### src/status_flags_defines.svh
`ifndef STATUS_FLAGS_DEFINES_SVH
`define STATUS_FLAGS_DEFINES_SVH

// ---------------------------------------------------------------
// register indices (byte address is four times the index)
// ---------------------------------------------------------------
`define ERROR_FLAGS_INDEX 8'h06
`define GENERAL_STATUS_INDEX 8'h07
`define FLAGS_CONTROL_INDEX 8'h10

// ---------------------------------------------------------------
// error_flags field positions
// ---------------------------------------------------------------
`define ERR_WRITE_MISUSE_BIT 7
`define ERR_OVERFLOW_BIT 4
`define ERR_COLLISION_BIT 3
`define ERR_CHECKSUM_BIT 2
`define ERR_PARITY_BIT 1
`define ERR_PROTOCOL_BIT 0
`define ERR_RESERVED_HI 6
`define ERR_RESERVED_LO 5

// ---------------------------------------------------------------
// general_status field positions
// ---------------------------------------------------------------
`define STAT_FREQ_OK_BIT 7
`define STAT_CRC_ZERO_BIT 6
`define STAT_CRC_DONE_BIT 5
`define STAT_IRQ_BIT 4
`define STAT_TIMER_BIT 3
`define STAT_FIELD_BIT 2
`define STAT_HIGH_ALERT_BIT 1
`define STAT_LOW_ALERT_BIT 0

// ---------------------------------------------------------------
// control register fields, reset values, sizes
// ---------------------------------------------------------------
`define CTRL_FLUSH_BIT 0
`define ERROR_FLAGS_RESET 8'h00
`define GENERAL_STATUS_RESET 8'h00
`define FIFO_CAPACITY 64
`define THRESHOLD_WIDTH 6
`define COMM_IRQ_WIDTH 7
`define MISC_IRQ_WIDTH 5
`define PIN_COUNT 2
`define PIN_FIELD 0
`define PIN_FREQ 1
`define AXI_RESP_OKAY 2'b00
`define AXI_RESP_SLVERR 2'b10

`endif

### src/status_flags_pkg.sv
`default_nettype none

package status_flags_pkg;
   // ---------------------------------------------------------------
   // receive bit rate selected by the receive mode register
   // ---------------------------------------------------------------
   typedef enum logic [1:0] {
      RATE_106,
      RATE_212,
      RATE_424,
      RATE_848
   } rate_e;

   typedef logic [7:0] flags_t;
endpackage : status_flags_pkg

`default_nettype wire

### src/error_and_status_flags.sv
// Notes on behaviour
// - host fifo write in forbidden window flags misuse
// - any write into full fifo flags overflow
// - collision flag, cleared at rx start, 1 off 106
// - checksum fail with checking enabled sets flag
// - parity fail sets flag, only at 106
// - bad start of frame at 106 sets protocol
// - anticollision with initiator bit sets protocol
// - short miller pulse spacing sets protocol
// - error register read only, per command, resets 0
// - frequency ok mirrors synchronised carrier detector
// - checksum zero status, low while calculating
// - checksum done set when calc command finishes
// - irq status is any enabled request
// - timer active while counter will decrement
// - gated mode ignores the external gate
// - field present is live, never latched
// - high alert when free space within threshold
// - low alert when stored count within threshold
// - error interrupt request whenever any error set
// - flush resets pointers and clears overflow
// - stored count follows fifo writes and reads
//
// Added by the designer: register access over AXI4-Lite.
`include "status_flags_defines.svh"
`default_nettype none

module error_and_status_flags #(
   parameter int ADDR_W = 8,
   parameter int FIFO_DEPTH = `FIFO_CAPACITY,
   parameter int CW = $clog2(FIFO_DEPTH + 1)
) (
   // clock and reset
   input wire logic mclk,
   input wire logic nrst,
   // axi4-lite slave
   input wire logic [ADDR_W-1:0] s_axi_awaddr,
   input wire logic s_axi_awvalid,
   output logic s_axi_awready,
   input wire logic [31:0] s_axi_wdata,
   input wire logic [3:0] s_axi_wstrb,
   input wire logic s_axi_wvalid,
   output logic s_axi_wready,
   output logic [1:0] s_axi_bresp,
   output logic s_axi_bvalid,
   input wire logic s_axi_bready,
   input wire logic [ADDR_W-1:0] s_axi_araddr,
   input wire logic s_axi_arvalid,
   output logic s_axi_arready,
   output logic [31:0] s_axi_rdata,
   output logic [1:0] s_axi_rresp,
   output logic s_axi_rvalid,
   input wire logic s_axi_rready,
   // fifo traffic as one-cycle pulses, and the alert threshold
   input wire logic fifo_host_write,
   input wire logic fifo_internal_write,
   input wire logic fifo_read,
   input wire logic [`THRESHOLD_WIDTH-1:0] fifo_threshold,
   // command and receiver context
   input wire logic command_start,
   input wire logic auto_anticollision_command,
   input wire logic auto_anticollision_start,
   input wire logic initiator_mode,
   input wire logic tx_rx_gap_active,
   input wire logic rx_startup,
   input wire status_flags_pkg::rate_e rx_rate,
   input wire logic rx_checksum_enable,
   // receiver error events, one-cycle pulses
   input wire logic rx_collision_event,
   input wire logic rx_checksum_fail,
   input wire logic rx_parity_fail,
   input wire logic rx_sof_bad,
   input wire logic miller_short_pulse,
   // checksum coprocessor
   input wire logic crc_busy,
   input wire logic crc_result_zero,
   input wire logic crc_start,
   input wire logic crc_done,
   input wire logic checksum_calc_command,
   // interrupt sources and enables
   input wire logic [`COMM_IRQ_WIDTH-1:0] comm_request,
   input wire logic [`COMM_IRQ_WIDTH-1:0] comm_enable,
   input wire logic [`MISC_IRQ_WIDTH-1:0] misc_request,
   input wire logic [`MISC_IRQ_WIDTH-1:0] misc_enable,
   // timer unit
   input wire logic timer_enabled,
   input wire logic timer_count_zero,
   input wire logic timer_auto_reload,
   // analog detector pins
   input wire logic field_detect_pin,
   input wire logic carrier_freq_pin,
   // outputs
   output logic [7:0] error_flags,
   output logic [7:0] general_status,
   output logic error_interrupt_request,
   output logic fifo_flush,
   output logic [CW-1:0] fifo_stored_count
);
   import status_flags_pkg::*;

   // ---------------------------------------------------------------
   // addresses
   // ---------------------------------------------------------------
   localparam logic [ADDR_W-1:0] ERR_ADDR =
      ADDR_W'(`ERROR_FLAGS_INDEX * 4);
   localparam logic [ADDR_W-1:0] STAT_ADDR =
      ADDR_W'(`GENERAL_STATUS_INDEX * 4);
   localparam logic [ADDR_W-1:0] CTRL_ADDR =
      ADDR_W'(`FLAGS_CONTROL_INDEX * 4);
   localparam logic [CW-1:0] DEPTH_C = CW'(FIFO_DEPTH);

   // ---------------------------------------------------------------
   // declarations
   // ---------------------------------------------------------------
   logic awready_reg;
   logic wready_reg;
   logic bvalid_reg;
   logic [1:0] bresp_reg;
   logic [ADDR_W-1:0] aw_addr_reg;
   logic [31:0] w_data_reg;
   logic [3:0] w_strb_reg;
   logic arready_reg;
   logic rvalid_reg;
   logic [1:0] rresp_reg;
   logic [31:0] rdata_reg;
   logic write_fire;
   logic flush_cmd;
   logic fifo_flush_reg;
   logic [CW-1:0] count_reg;
   logic fifo_full;
   logic any_write;
   logic [7:0] error_reg;
   logic [7:0] error_next;
   logic err_irq_reg;
   logic [7:0] status_reg;
   logic [7:0] status_next;
   logic crc_done_reg;
   logic [`PIN_COUNT-1:0] pin_raw;
   logic [`PIN_COUNT-1:0] pin_level;
   logic rate_is_106;
   logic [CW-1:0] free_space;

   // ---------------------------------------------------------------
   // axi4-lite write channel
   // ---------------------------------------------------------------
   // address and data are held until both are in, then one write
   assign write_fire = ~awready_reg & ~wready_reg & ~bvalid_reg;
   assign flush_cmd = write_fire &&
      (aw_addr_reg[ADDR_W-1:2] == CTRL_ADDR[ADDR_W-1:2]) &&
      w_strb_reg[0] && w_data_reg[`CTRL_FLUSH_BIT];

   always_ff @(posedge mclk) begin
      if (!nrst) begin
         awready_reg <= 1'b1;
         aw_addr_reg <= '0;
      end else if (s_axi_awvalid && awready_reg) begin
         awready_reg <= 1'b0;
         aw_addr_reg <= s_axi_awaddr;
      end else if (bvalid_reg && s_axi_bready) begin
         awready_reg <= 1'b1;
      end
   end

   always_ff @(posedge mclk) begin
      if (!nrst) begin
         wready_reg <= 1'b1;
         w_data_reg <= '0;
         w_strb_reg <= '0;
      end else if (s_axi_wvalid && wready_reg) begin
         wready_reg <= 1'b0;
         w_data_reg <= s_axi_wdata;
         w_strb_reg <= s_axi_wstrb;
      end else if (bvalid_reg && s_axi_bready) begin
         wready_reg <= 1'b1;
      end
   end

   // writes to the read-only registers are accepted and dropped
   always_ff @(posedge mclk) begin
      if (!nrst) begin
         bvalid_reg <= 1'b0;
         bresp_reg <= `AXI_RESP_OKAY;
      end else if (write_fire) begin
         bvalid_reg <= 1'b1;
         if ((aw_addr_reg[ADDR_W-1:2] == ERR_ADDR[ADDR_W-1:2]) ||
             (aw_addr_reg[ADDR_W-1:2] == STAT_ADDR[ADDR_W-1:2]) ||
             (aw_addr_reg[ADDR_W-1:2] == CTRL_ADDR[ADDR_W-1:2])) begin
            bresp_reg <= `AXI_RESP_OKAY;
         end else begin
            bresp_reg <= `AXI_RESP_SLVERR;
         end
      end else if (s_axi_bready) begin
         bvalid_reg <= 1'b0;
      end
   end

   // ---------------------------------------------------------------
   // axi4-lite read channel
   // ---------------------------------------------------------------
   always_ff @(posedge mclk) begin
      if (!nrst) begin
         arready_reg <= 1'b1;
         rvalid_reg <= 1'b0;
         rresp_reg <= `AXI_RESP_OKAY;
         rdata_reg <= '0;
      end else if (s_axi_arvalid && arready_reg) begin
         arready_reg <= 1'b0;
         rvalid_reg <= 1'b1;
         rresp_reg <= `AXI_RESP_OKAY;
         rdata_reg <= '0;
         if (s_axi_araddr[ADDR_W-1:2] == ERR_ADDR[ADDR_W-1:2]) begin
            rdata_reg[7:0] <= error_reg;
         end else if (s_axi_araddr[ADDR_W-1:2] ==
                      STAT_ADDR[ADDR_W-1:2]) begin
            rdata_reg[7:0] <= status_reg;
         end else if (s_axi_araddr[ADDR_W-1:2] !=
                      CTRL_ADDR[ADDR_W-1:2]) begin
            rresp_reg <= `AXI_RESP_SLVERR;
         end
      end else if (rvalid_reg && s_axi_rready) begin
         arready_reg <= 1'b1;
         rvalid_reg <= 1'b0;
      end
   end

   // ---------------------------------------------------------------
   // detector pin synchronisers
   // ---------------------------------------------------------------
   assign pin_raw[`PIN_FIELD] = field_detect_pin;
   assign pin_raw[`PIN_FREQ] = carrier_freq_pin;

   genvar gi;
   generate
      for (gi = 0; gi < `PIN_COUNT; gi++) begin : g_pin_sync
         logic s1_reg;
         logic s2_reg;
         logic s3_reg;
         logic level_reg;
         always_ff @(posedge mclk) begin
            if (!nrst) begin
               s1_reg <= 1'b0;
               s2_reg <= 1'b0;
               s3_reg <= 1'b0;
               level_reg <= 1'b0;
            end else begin
               s1_reg <= pin_raw[gi];
               s2_reg <= s1_reg;
               s3_reg <= s2_reg;
               // a change counts only once two stages agree
               if (s2_reg == s3_reg) begin
                  level_reg <= s3_reg;
               end
            end
         end
         assign pin_level[gi] = level_reg;
      end
   endgenerate

   // ---------------------------------------------------------------
   // stored byte count and flush
   // ---------------------------------------------------------------
   assign any_write = fifo_host_write | fifo_internal_write;
   assign fifo_full = (count_reg == DEPTH_C);

   always_ff @(posedge mclk) begin
      if (!nrst) begin
         count_reg <= '0;
      end else if (flush_cmd) begin
         count_reg <= '0;
      end else if (any_write && !fifo_full && !fifo_read) begin
         count_reg <= count_reg + CW'(1);
      end else if (fifo_read && !any_write && count_reg != '0) begin
         count_reg <= count_reg - CW'(1);
      end
   end

   always_ff @(posedge mclk) begin
      if (!nrst) begin
         fifo_flush_reg <= 1'b0;
      end else begin
         fifo_flush_reg <= flush_cmd;
      end
   end

   // ---------------------------------------------------------------
   // error flags
   // ---------------------------------------------------------------
   // in every flag a set in the same cycle as its clear wins
   assign rate_is_106 = (rx_rate == RATE_106);

   always_comb begin
      error_next = error_reg;
      if (command_start) begin
         error_next = `ERROR_FLAGS_RESET;
      end
      if (rx_startup) begin
         error_next[`ERR_COLLISION_BIT] = 1'b0;
         error_next[`ERR_CHECKSUM_BIT] = 1'b0;
         error_next[`ERR_PARITY_BIT] = 1'b0;
         error_next[`ERR_PROTOCOL_BIT] = 1'b0;
      end
      if (flush_cmd) begin
         error_next[`ERR_OVERFLOW_BIT] = 1'b0;
      end
      if (fifo_host_write &&
          (auto_anticollision_command || tx_rx_gap_active)) begin
         error_next[`ERR_WRITE_MISUSE_BIT] = 1'b1;
      end
      if (any_write && fifo_full) begin
         error_next[`ERR_OVERFLOW_BIT] = 1'b1;
      end
      if (rx_collision_event || !rate_is_106) begin
         error_next[`ERR_COLLISION_BIT] = 1'b1;
      end
      if (rx_checksum_enable && rx_checksum_fail) begin
         error_next[`ERR_CHECKSUM_BIT] = 1'b1;
      end
      if (rx_parity_fail && rate_is_106) begin
         error_next[`ERR_PARITY_BIT] = 1'b1;
      end
      if ((rx_sof_bad && rate_is_106) ||
          (auto_anticollision_start && initiator_mode) ||
          miller_short_pulse) begin
         error_next[`ERR_PROTOCOL_BIT] = 1'b1;
      end
      error_next[`ERR_RESERVED_HI:`ERR_RESERVED_LO] = 2'b00;
   end

   always_ff @(posedge mclk) begin
      if (!nrst) begin
         error_reg <= `ERROR_FLAGS_RESET;
         err_irq_reg <= 1'b0;
      end else begin
         error_reg <= error_next;
         err_irq_reg <= |error_next;
      end
   end

   // ---------------------------------------------------------------
   // general status
   // ---------------------------------------------------------------
   always_ff @(posedge mclk) begin
      if (!nrst) begin
         crc_done_reg <= 1'b0;
      end else if (crc_done && checksum_calc_command) begin
         crc_done_reg <= 1'b1;
      end else if (crc_start) begin
         crc_done_reg <= 1'b0;
      end
   end

   // alerts use the registered count, so they trail it by one cycle
   assign free_space = DEPTH_C - count_reg;

   always_comb begin
      status_next = `GENERAL_STATUS_RESET;
      status_next[`STAT_FREQ_OK_BIT] = pin_level[`PIN_FREQ];
      status_next[`STAT_CRC_ZERO_BIT] =
         crc_result_zero & ~crc_busy;
      status_next[`STAT_CRC_DONE_BIT] = crc_done_reg;
      status_next[`STAT_IRQ_BIT] = |(comm_request & comm_enable) |
         |(misc_request & misc_enable);
      // the gate only pauses ticks, so it plays no part here
      status_next[`STAT_TIMER_BIT] = timer_enabled &
         (~timer_count_zero | timer_auto_reload);
      status_next[`STAT_FIELD_BIT] = pin_level[`PIN_FIELD];
      status_next[`STAT_HIGH_ALERT_BIT] =
         (free_space <= CW'(fifo_threshold));
      status_next[`STAT_LOW_ALERT_BIT] =
         (count_reg <= CW'(fifo_threshold));
   end

   always_ff @(posedge mclk) begin
      if (!nrst) begin
         status_reg <= `GENERAL_STATUS_RESET;
      end else begin
         status_reg <= status_next;
      end
   end

   // ---------------------------------------------------------------
   // outputs
   // ---------------------------------------------------------------
   assign s_axi_awready = awready_reg;
   assign s_axi_wready = wready_reg;
   assign s_axi_bvalid = bvalid_reg;
   assign s_axi_bresp = bresp_reg;
   assign s_axi_arready = arready_reg;
   assign s_axi_rvalid = rvalid_reg;
   assign s_axi_rresp = rresp_reg;
   assign s_axi_rdata = rdata_reg;
   assign error_flags = error_reg;
   assign general_status = status_reg;
   assign error_interrupt_request = err_irq_reg;
   assign fifo_flush = fifo_flush_reg;
   assign fifo_stored_count = count_reg;

endmodule : error_and_status_flags

`default_nettype wire

### config.mk
export PLATFORM = sky130hd
export DESIGN_NAME = error_and_status_flags
export DESIGN_NICKNAME = d
export VERILOG_FILES = /design/src/status_flags_pkg.sv /design/src/error_and_status_flags.sv
export VERILOG_INCLUDE_DIRS = /design/src
export SDC_FILE = /design/constraint.sdc
export NUM_CORES = 1
export LEC_CHECK = 0
export BUFFER_PORTS_ARGS = -buffer_cell sky130_fd_sc_hd__buf_2
export CORE_MARGIN = 2
export CORE_UTILIZATION = 46
export DETAILED_ROUTE_END_ITERATION = 7
export PLACE_DENSITY = 0.86
export SYNTH_ARGS = -nofsm -noshare
export SYNTH_HDL_FRONTEND = slang
export SYNTH_SLANG_ARGS = --single-unit
### constraint.sdc
create_clock -name mclk -period 7.2 [get_ports mclk]
set_input_delay 0.72 -clock mclk [delete_from_list [all_inputs] [get_ports mclk]]
set_output_delay 0.72 -clock mclk [all_outputs]
set_load 0.02 [all_outputs]
---- After elaboration in Yosys (flattened, before gate mapping) ----
Cells that the tools add are included.
storage, ports and cells
  word-level logic and storage cells ...... 124
  bits in registers ....................... 61
  output and inout bits ................... 66
  bits of input ports ..................... 116
cells by class
  mux-type cells .......................... 28
  bitwise logic cells ..................... 15
  add/sub/neg operators ................... 3
  reduce and logical (&&, ||, !) cells .... 41
  equality and inequality tests ........... 9
  $lt $le $gt $ge ......................... 2
operator list
  kind                   number
  $eq A6 B3 Y1 const B   4
  $mux W8                3
  $logic_and A1 B1 Y1    19
  $mux W1                18
  $le A7 B6 Y1           2
  $mux W7                2
  $reduce_bool A2 Y1     6
  $mux W2                4
  $add A7 B1 Y7 const B  1
  $and A7 B7 Y7          1
  $eq A7 B7 Y1 const B   1
  $reduce_bool A7 Y1     1
  $reduce_or A7 Y1       1
  $sub A7 B1 Y7 const B  1
  $sub A7 B7 Y7 const A  1
  $eq A6 B5 Y1 const B   1
  $logic_or A1 B1 Y1     6
  $ne A6 B5 Y1 const B   1
  $not A1 Y1             6
  $reduce_or A6 Y1       1
  $and A5 B5 Y5          1
  $reduce_or A5 Y1       1
  $and A1 B1 Y1          4
  $logic_not A1 Y1       4
  other kinds (5)        8

---- Depth between registers and ports, before layout ----
Gate-level depths: netlist (run 1).
  word-level depth ........................ 9
  depth in mapped cells ................... 11

---- Worst setup path before layout (run 1) ----
No wires, ideal clock.
  kind .................................... reg2reg
  start ................................... register count_reg[0], in the netlist fifo_stored_count[0]
  end ..................................... register count_reg[6], in the netlist fifo_stored_count[6]
  stages on the path, launching flop included .. 12
  setup slack ............................. 4021 ps
  buffers on the path ..................... 0
  clock period less this slack ............ 3179 ps
  data arrival time ....................... 3105 ps
  setup time .............................. 74 ps
  required time ........................... 7126 ps
  cells stage by stage .................... dfxtp_1 -> inv_1 -> ha_1 -> and3b_1 -> a211oi_1 -> inv_1 -> fa_1 -> a21o_1 -> o2bb2ai_1 -> nor2_1 -> or4bb_1 -> a31oi_1
between the ends
  longest elaborated chain between the ends .. 5
ends and longest elaborated chain
  item                                                                   line                           text
  from (decl)                                                            error_and_status_flags.sv:129  logic [CW-1:0] count_reg;
  from (signal assigned)                                                 error_and_status_flags.sv:271  count_reg <= count_reg + CW'(1);
  from (signal assigned)                                                 error_and_status_flags.sv:273  count_reg <= count_reg - CW'(1);
  parallel branches: the longest is 5 deep, another holds $sub A7 B1 Y7  --
Parallel ways; which one is timed is not known. The select of a mux whose other input is x is not followed.
A chain may end at the register's enable or synchronous reset.

---- Worst setup path after layout (run 1) ----
  start ................................... register count_reg[1], in the netlist fifo_stored_count[1]
  end ..................................... register count_reg[6], in the netlist fifo_stored_count[6]
The elaborated chain is that of the path after synthesis.

==> metrics.md, run 1 <==
| Metric | Value |
|---|---|
| Status | completed |
| Commonest non-fill, non-tap cell in the layout | buf_2 |
| Clock Pin Slew Worst Setup and Hold Paths | 0.10 ns |
| Cell mode on critical path | inv_1 |
| Most frequent cells in the layout | 115 x buf_2, 55 x dfxtp_1, 36 x nand2_1 |
| RSZ-0062 raised after global routing | no |
| Logic pwr share | 42.5% |
| PD cells | 294 nW/um^2 |
| Die area | 6840 sq um |
| Share of power burned in registers | 37.7% |
| Pre-antenna DRT Iters | 4 |
| Asr flop ratio synth | 0% |
| Max Clk Rate | 0.295 GHz |
| Final wirelength | 7.14 mm |
| Root Buffer | clkbuf_8 |
| DP Wirelength | approximately 5.7 mm |
| GP Congestion | 0.815 |
| Critical path arrival | 3.63 ns |
| DR vias | between 2000 and 3000 |
| Ports | 182 |
| Type of element launching the critical path | flip-flop |
| Yosys cell types | 51 |
| Slowest stage delay, CP | 0.50 ns |
| Clk sink count | between 50 and 60 |
| Crit share post-route | a little under half |
| Die W | 82.7 microns |
| Critical path cell sequence | inv_1 > ha_1 > and3b_1 > a211oi_1 > inv_1 > fa_1 > a21o_1 > o2bb2ai_1 > nor2_1 > or4bb_1 > a31oi_1 |
| Resize count post-CTS | 0 |
| Number of fill cells in the layout | 551 |
| Worst min path class | reg2reg |
| ANT nets after route | 0 |
| Post-CTS setup buffer count | 0 |
| Layout area overhead | 22.9% |
| Main synth FF type | dfxtp_1 |
| Worst EP required | 7.44 ns |
| Crit path time final | 3.39 ns |
| Clk buf depth | 2 |
| Worst skew pair latency | roughly 0.31 ns |
| Internal | 630 uW |
| Post-synth EDFFs | 0 |
| Crit path max-delay cell type | dfxtp_1 |
| Vias in the first global route | 2421 |
| Grt total ovfl | 0 |
| ANT cells | 0 |
| Mapped Cells | 331 |
| Layout cells sized above 1 | between 20% and 30% |
| Gr usage total | 20.4% |
| Sw power | 399 uW |
| DRC Markers | 0 |
| Least-Margin Pin Slew | slightly below 0.8 ns |
| Nets | 582 |
| Input/output buffers | 115 |
| Total CTS buffers | 5 |
| Sequential area share after synthesis | around two fifths |
| Setup_tns | 0 ns |
| First-pass GRT wire length | 10.7 mm |
| Peak VDD IR | 0.221 mV |
| CP Max Fanout | 7 |
| Clock network fraction of total power | 19.9% |
| Syn Area/Cell | 8.61 sq um |
| Switching Fraction | 38.8% |
| Yosys warns | 0 |
| Initial Utilization | 47.8% |
| #FFs+latches synth | between 50 and 60 |
| Buf+Inv Stages, Crit Path | 2 |
| TritonCTS clock tree | yes |
| Clock skew | roughly 0.014 ns |
| Max H-tree Level | 2 |
| Post-CTS Hold Fix Bufs | 0 |
| Crit end category | flip-flop |
| Standard-cell rows | 28 |
| Hold Slack | 0.442 ns |
| Crit Path Class | reg2reg |
| Vias/cell | 5.17 |
| Core area | 5960 sq um |
| Largest delay share family, worst path | compound AO/OA/AOI/OAI gates |
| Die extent in y | between 80 and 90 microns |
| Max-Cap Viols | 0 |
| Leak pwr | 0.00175 uW |
| Antenna violations before repair | 0 |
| Pin count of the biggest net entering global routing | 28 |
| Final Max Slew Viols | 0 |
| Mean routed wirelength per cell | around 14 microns |
| Final hold vios | 0 |
| Slew headroom | roughly 48% |
| Final setup viols | 0 |
| Cell area after synthesis | 2850 sq um |
| Initial DRC Count | 86 |
## synthesized netlist by cell type (2+ instances only)
cell type,n,area share (%)
and2_1,11,2.4
ha_1,18,7.9
a31oi_1,2,0.44
nand2b_1,2,0.44
dfxtp_1,55,39
nand2_1,36,4.7
buf_4,28,7.4
nand3_1,8,1.4
a22oi_1,2,0.53
nor2_1,32,4.2
clkbuf_1,5,0.66
inv_1,17,2.2
and3b_1,2,0.61
a221oi_1,11,3.4
mux2i_1,4,1.4
nor3_1,2,0.35
a21oi_1,29,5.1
xor2_1,4,1.2
xnor2_1,5,1.5
a211oi_1,4,1.1
a21o_1,4,1.1
o21ai_0,19,3.3
a22o_1,3,0.92
## worst reg2reg max path, stage by stage, from the launching register on
cell and delay, ns:
dfxtp_1 0.50, inv_1 0.10, ha_1 0.27, and3b_1 0.23, a211oi_1 0.46, inv_1 0.27
fa_1 0.45, a21o_1 0.19, o2bb2ai_1 0.17, nor2_1 0.13, or4bb_1 0.40, a31oi_1 0.17
## routing by layer
layer | global-route usage [%] | share of wire [%] | up-vias | routed length (microns)
met5 | 0 | 0 | - | 0
met4 | 7.21 | 1.7 | 0 | 120
met3 | 4.57 | 6.6 | 8 | 469
met2 | 36.0 | 49 | 111 | 3470
met1 | 24.4 | 43 | 1249 | 3080
li1 | - | - | 1337 | -
## power by group through the flow
stage | combinational, uW | clock, uW | sequential [uW]
floorplan | 296 | 0 | 418
global placement | 408 | 0 | 390
detailed placement | 432 | 0 | 393
CTS | 437 | 210 | 386
global route | 485 | 219 | 392
finish | 437 | 204 | 387
## per-stage QoR
stage | utilization (%) | total power, uW | worst slack, ns | area [sq um] | std cells
after CTS | 58.8 | 1030 | 3.82 | 3500 | 523
after floorplan | - | 714 | 4.02 | 2950 | 358
final | 58.8 | 1030 | 3.81 | 3500 | 523
after detailed placement | 56.9 | 824 | 3.86 | 3390 | 515
after global placement | 56.9 | 798 | 3.95 | 3390 | 515
after global routing | 58.8 | 1100 | 3.55 | 3500 | 523
## area by class of cell
cell class              count  area [sq um]  share of cell area [%]
clock buffers               6          72.6                    2.07
clock inverters             2          38.8                    1.11
inverters                  17          63.8                    1.82
multi-input cells         253          1560                    44.4
flip-flops and latches     55          1100                    31.4
well taps                  75          93.8                    2.68
repair buffers            115           576                    16.4
## path summary, 6_finish.rpt
check | startpoint | end | slack (ns) | cells after the start
max | fifo_stored_count[1] | fifo_stored_count[6] | 3.81 | 11
max reg2reg | fifo_stored_count[1] | fifo_stored_count[6] | 3.81 | 11
min reg2reg | g_pin_sync[1].s1_reg | g_pin_sync[1].s2_reg | 0.44 | 1
min | g_pin_sync[1].s1_reg | g_pin_sync[1].s2_reg | 0.44 | 1
## kinds of logic (layout without fill, tap and decap cells)
logic type                 after synthesis  after routing  share of synthesized area (%)
other                                    1             28                          0.132
muxes                                    4              4                           1.41
buffers and inverters                   50            140                           10.3
and+or+nand+nor                        109            109                           19.0
DFF                                     55             55                           38.6
adders and majority gates               19             19                           8.61
AOI/OAI and AO/OA                       84             84                           19.1
xor gates and xnor gates                 9              9                           2.77
Note: power is estimated with default switching activity, not from simulation.
==> run 2, diff against run 1 <==
- CORE_UTILIZATION: 46 -> 43
- PLACE_DENSITY: 0.86 -> 0.81
- clock period: 7.2 -> 3.25 ns (I/O delays scaled with it)
==> run 2 against run 1 <==
Maximum frequency rose by 17%. Die area rose by 6.6%. Clock skew fell by 0.0057 ns. Global-route usage fell by 1.2 points. Cell count rose by 1.3%. Largest cell class unchanged. Largest power group unchanged. Highest routed layer unchanged.
==> metrics.md, run 2 (synthesized netlist as in run 1, its figures left out) <==
| Metric | Value |
|---|---|
| Status | completed (unchanged) |
| Commonest non-fill, non-tap cell in the layout | buf_2 (unchanged) |
| Clk buf depth | 2 (unchanged) |
| Leak pwr | 0.00176 uW (was 0.00175 uW) |
| TritonCTS clock tree | yes (unchanged) |
| Total CTS buffers | 5 (unchanged) |
| Post-CTS Hold Fix Bufs | 0 (unchanged) |
| Post-CTS setup buffer count | 0 (unchanged) |
| RSZ-0062 raised after global routing | no (unchanged) |
| Type of element launching the critical path | flip-flop (unchanged) |
| DP Cell Count | 522 (was 515) |
| Final Util | 55.2% (was 58.8%) |
| ANT cells | 0 (unchanged) |
| Crit end category | flip-flop (unchanged) |
| Final hold vios | 0 (unchanged) |
| Nets | 587 (was 582) |
| Peak VDD IR | 0.517 mV (was 0.221 mV) |
| First-pass GRT wire length | 11.3 mm (was 10.7 mm) |
| Pin count of the biggest net entering global routing | 28 (unchanged) |
| Die extent in y | 85.4 microns (was 82.7 microns) |
| Max-Cap Viols | 0 (unchanged) |
| Worst EP required | 3.49 ns (was 7.44 ns) |
| ANT nets after route | 0 (unchanged) |
| Standard-cell rows | 29 (was 28) |
| DP Wirelength | 5.62 mm (was 5.68 mm) |
| DRC Markers | 0 (unchanged) |
| GP Congestion | 0.801 (was 0.815) |
| Crit share post-route | 89.6% (was 47.1%) |
| Core area | 6390 sq um (was 5960 sq um) |
| PD cells | 633 nW/um^2 (was 294 nW/um^2) |
| Least-Margin Pin Slew | 0.804 ns (was 0.785 ns) |
| Post-Route M1 WL | 3.03 mm (was 3.08 mm) |
| Root Buffer | clkbuf_8 (unchanged) |
| Post-Layout Cell Count | 530 (was 523) |
| Setup WS pre-CTS | 0.359 ns (was 3.86 ns) |
| Critical path arrival | 3.15 ns (was 3.63 ns) |
| Worst Reg2Reg Path Length in Cells | 11 (unchanged) |
| Top layer in use | met4 (unchanged) |
| Final Max Slew Viols | 0 (unchanged) |
| Routed length on met3 | 513 microns (was 469 microns) |
| Initial Utilization | 44.6% (was 47.8%) |
| DR vias | 2694 (was 2705) |
| Setup WS post-layout | 0.338 ns (was 3.81 ns) |
| Worst skew pair latency | 0.31 ns (about the same) |
| Die W | 85.4 microns (was 82.7 microns) |
| Max Clk Rate | 0.343 GHz (was 0.295 GHz) |
| Post-DP Area | 3430 sq um (was 3390 sq um) |
| Resize count post-CTS | 0 (unchanged) |
| Die area | 7290 sq um (was 6840 sq um) |
| Crit path time final | 2.91 ns (was 3.39 ns) |
| Final wirelength | 7.02 mm (was 7.14 mm) |
| Initial DRC Count | 92 (was 86) |
| Final setup viols | 0 (unchanged) |
| Input/output buffers | 115 (unchanged) |
| Clk sink count | 55 (unchanged) |
| Number of fill cells in the layout | 599 (was 551) |
| Gr usage total | 19.2% (was 20.4%) |
| Worst min path class | in2reg (was reg2reg) |
| Max H-tree Level | 2 (unchanged) |
| Layout cells sized above 1 | 29.8% (was 28.8%) |
| Hold depth | 2 (was 1) |
| Layout area overhead | 23.8% (was 22.9%) |
| Clock Pin Slew Worst Setup and Hold Paths | 0.11 ns (was 0.10 ns) |
| Vias/cell | 5.08 (was 5.17) |
| Ports | 182 (unchanged) |
| Crit Path Class | reg2reg (unchanged) |
| CP Max Fanout | 7 (unchanged) |
| Mean routed wirelength per cell | 13.2 microns (was 13.7 microns) |
| Most frequent cells in the layout | 115 x buf_2, 55 x dfxtp_1, 36 x nand2_1 (unchanged) |
| Setup_tns | 0 ns (unchanged) |
| Slew headroom | 46.4% (was 47.6%) |
| Vias in the first global route | 2491 (was 2421) |
| Wire length on met2 | 3.29 mm (was 3.47 mm) |
| Pre-antenna DRT Iters | 5 (was 4) |
| Grt total ovfl | 0 (unchanged) |
| Antenna violations before repair | 0 (unchanged) |
| Clock skew | 0.00868 ns (was 0.0144 ns) |
| Post-route cell area | 3530 sq um (was 3500 sq um) |
## run 2: cell count changes in the layout (fill, tap and decap cells not counted)
cell / before / now
clkbuf_1: 1 / 0
bufinv_16: 1 / 0
inv_6: 1 / 0
inv_8: 0 / 1
buf_4: 0 / 5
clkinvlp_4: 0 / 1
clkinv_4: 0 / 1
## run 2: metal layers
| metal | global-route usage [%] | vias to the layer above |
|---|---|---|
| li1 | - | 1350 |
| met3 | 3.60 | 14 |
| met5 | 0 | - |
| met2 | 31.4 | 108 |
| met1 | 24.8 | 1222 |
| met4 | 7.94 | 0 |
## run 2: stage by stage
| step | hold WS [ns] | power, uW |
|---|---|---|
| 5_1_grt | 0.154 | 2410 |
| 6_report | 0.164 | 2230 |
| 4_1_cts | 0.156 | 2250 |
| 3_5_place_dp | 0.420 | 1850 |
| 2_1_floorplan | 0.401 | 1580 |
| 3_3_place_gp | 0.413 | 1790 |
## run 2: path summary, 6_finish.rpt
kind                   startpoint  slack (ns)              endpoint
max          fifo_stored_count[0]        0.34  fifo_stored_count[6]
min                      crc_busy        0.16     general_status[6]
max reg2reg  fifo_stored_count[0]        0.34  fifo_stored_count[6]
min reg2reg  g_pin_sync[0].s1_reg        0.44  g_pin_sync[0].s2_reg
## run 2: power breakdown
part	internal, uW	switching (uW)
Sequential	750	94.6
Combinational	432	562
Clock	159	236
## run 2: critical path, cell delays in order, from the launching register on
cell       delay, ns
dfxtp_1         0.34
inv_1           0.09
ha_1            0.23
and3b_1         0.20
a211oi_1        0.30
inv_1           0.21
fa_1            0.44
a21o_1          0.20
o2bb2ai_1       0.16
nor2_1          0.13
or4bb_1         0.40
a31oi_1         0.16
## run 2: area by class of cell
class	instances	area, sq um	share of cell area [%]
repair buffers	120	613	17.4
clock inverters	3	27.5	0.780
well taps	77	96.3	2.73
multi-input cells	253	1560	44.1
flip-flops and latches	55	1100	31.2
clock buffers	5	68.8	1.95
inverters	17	63.8	1.81
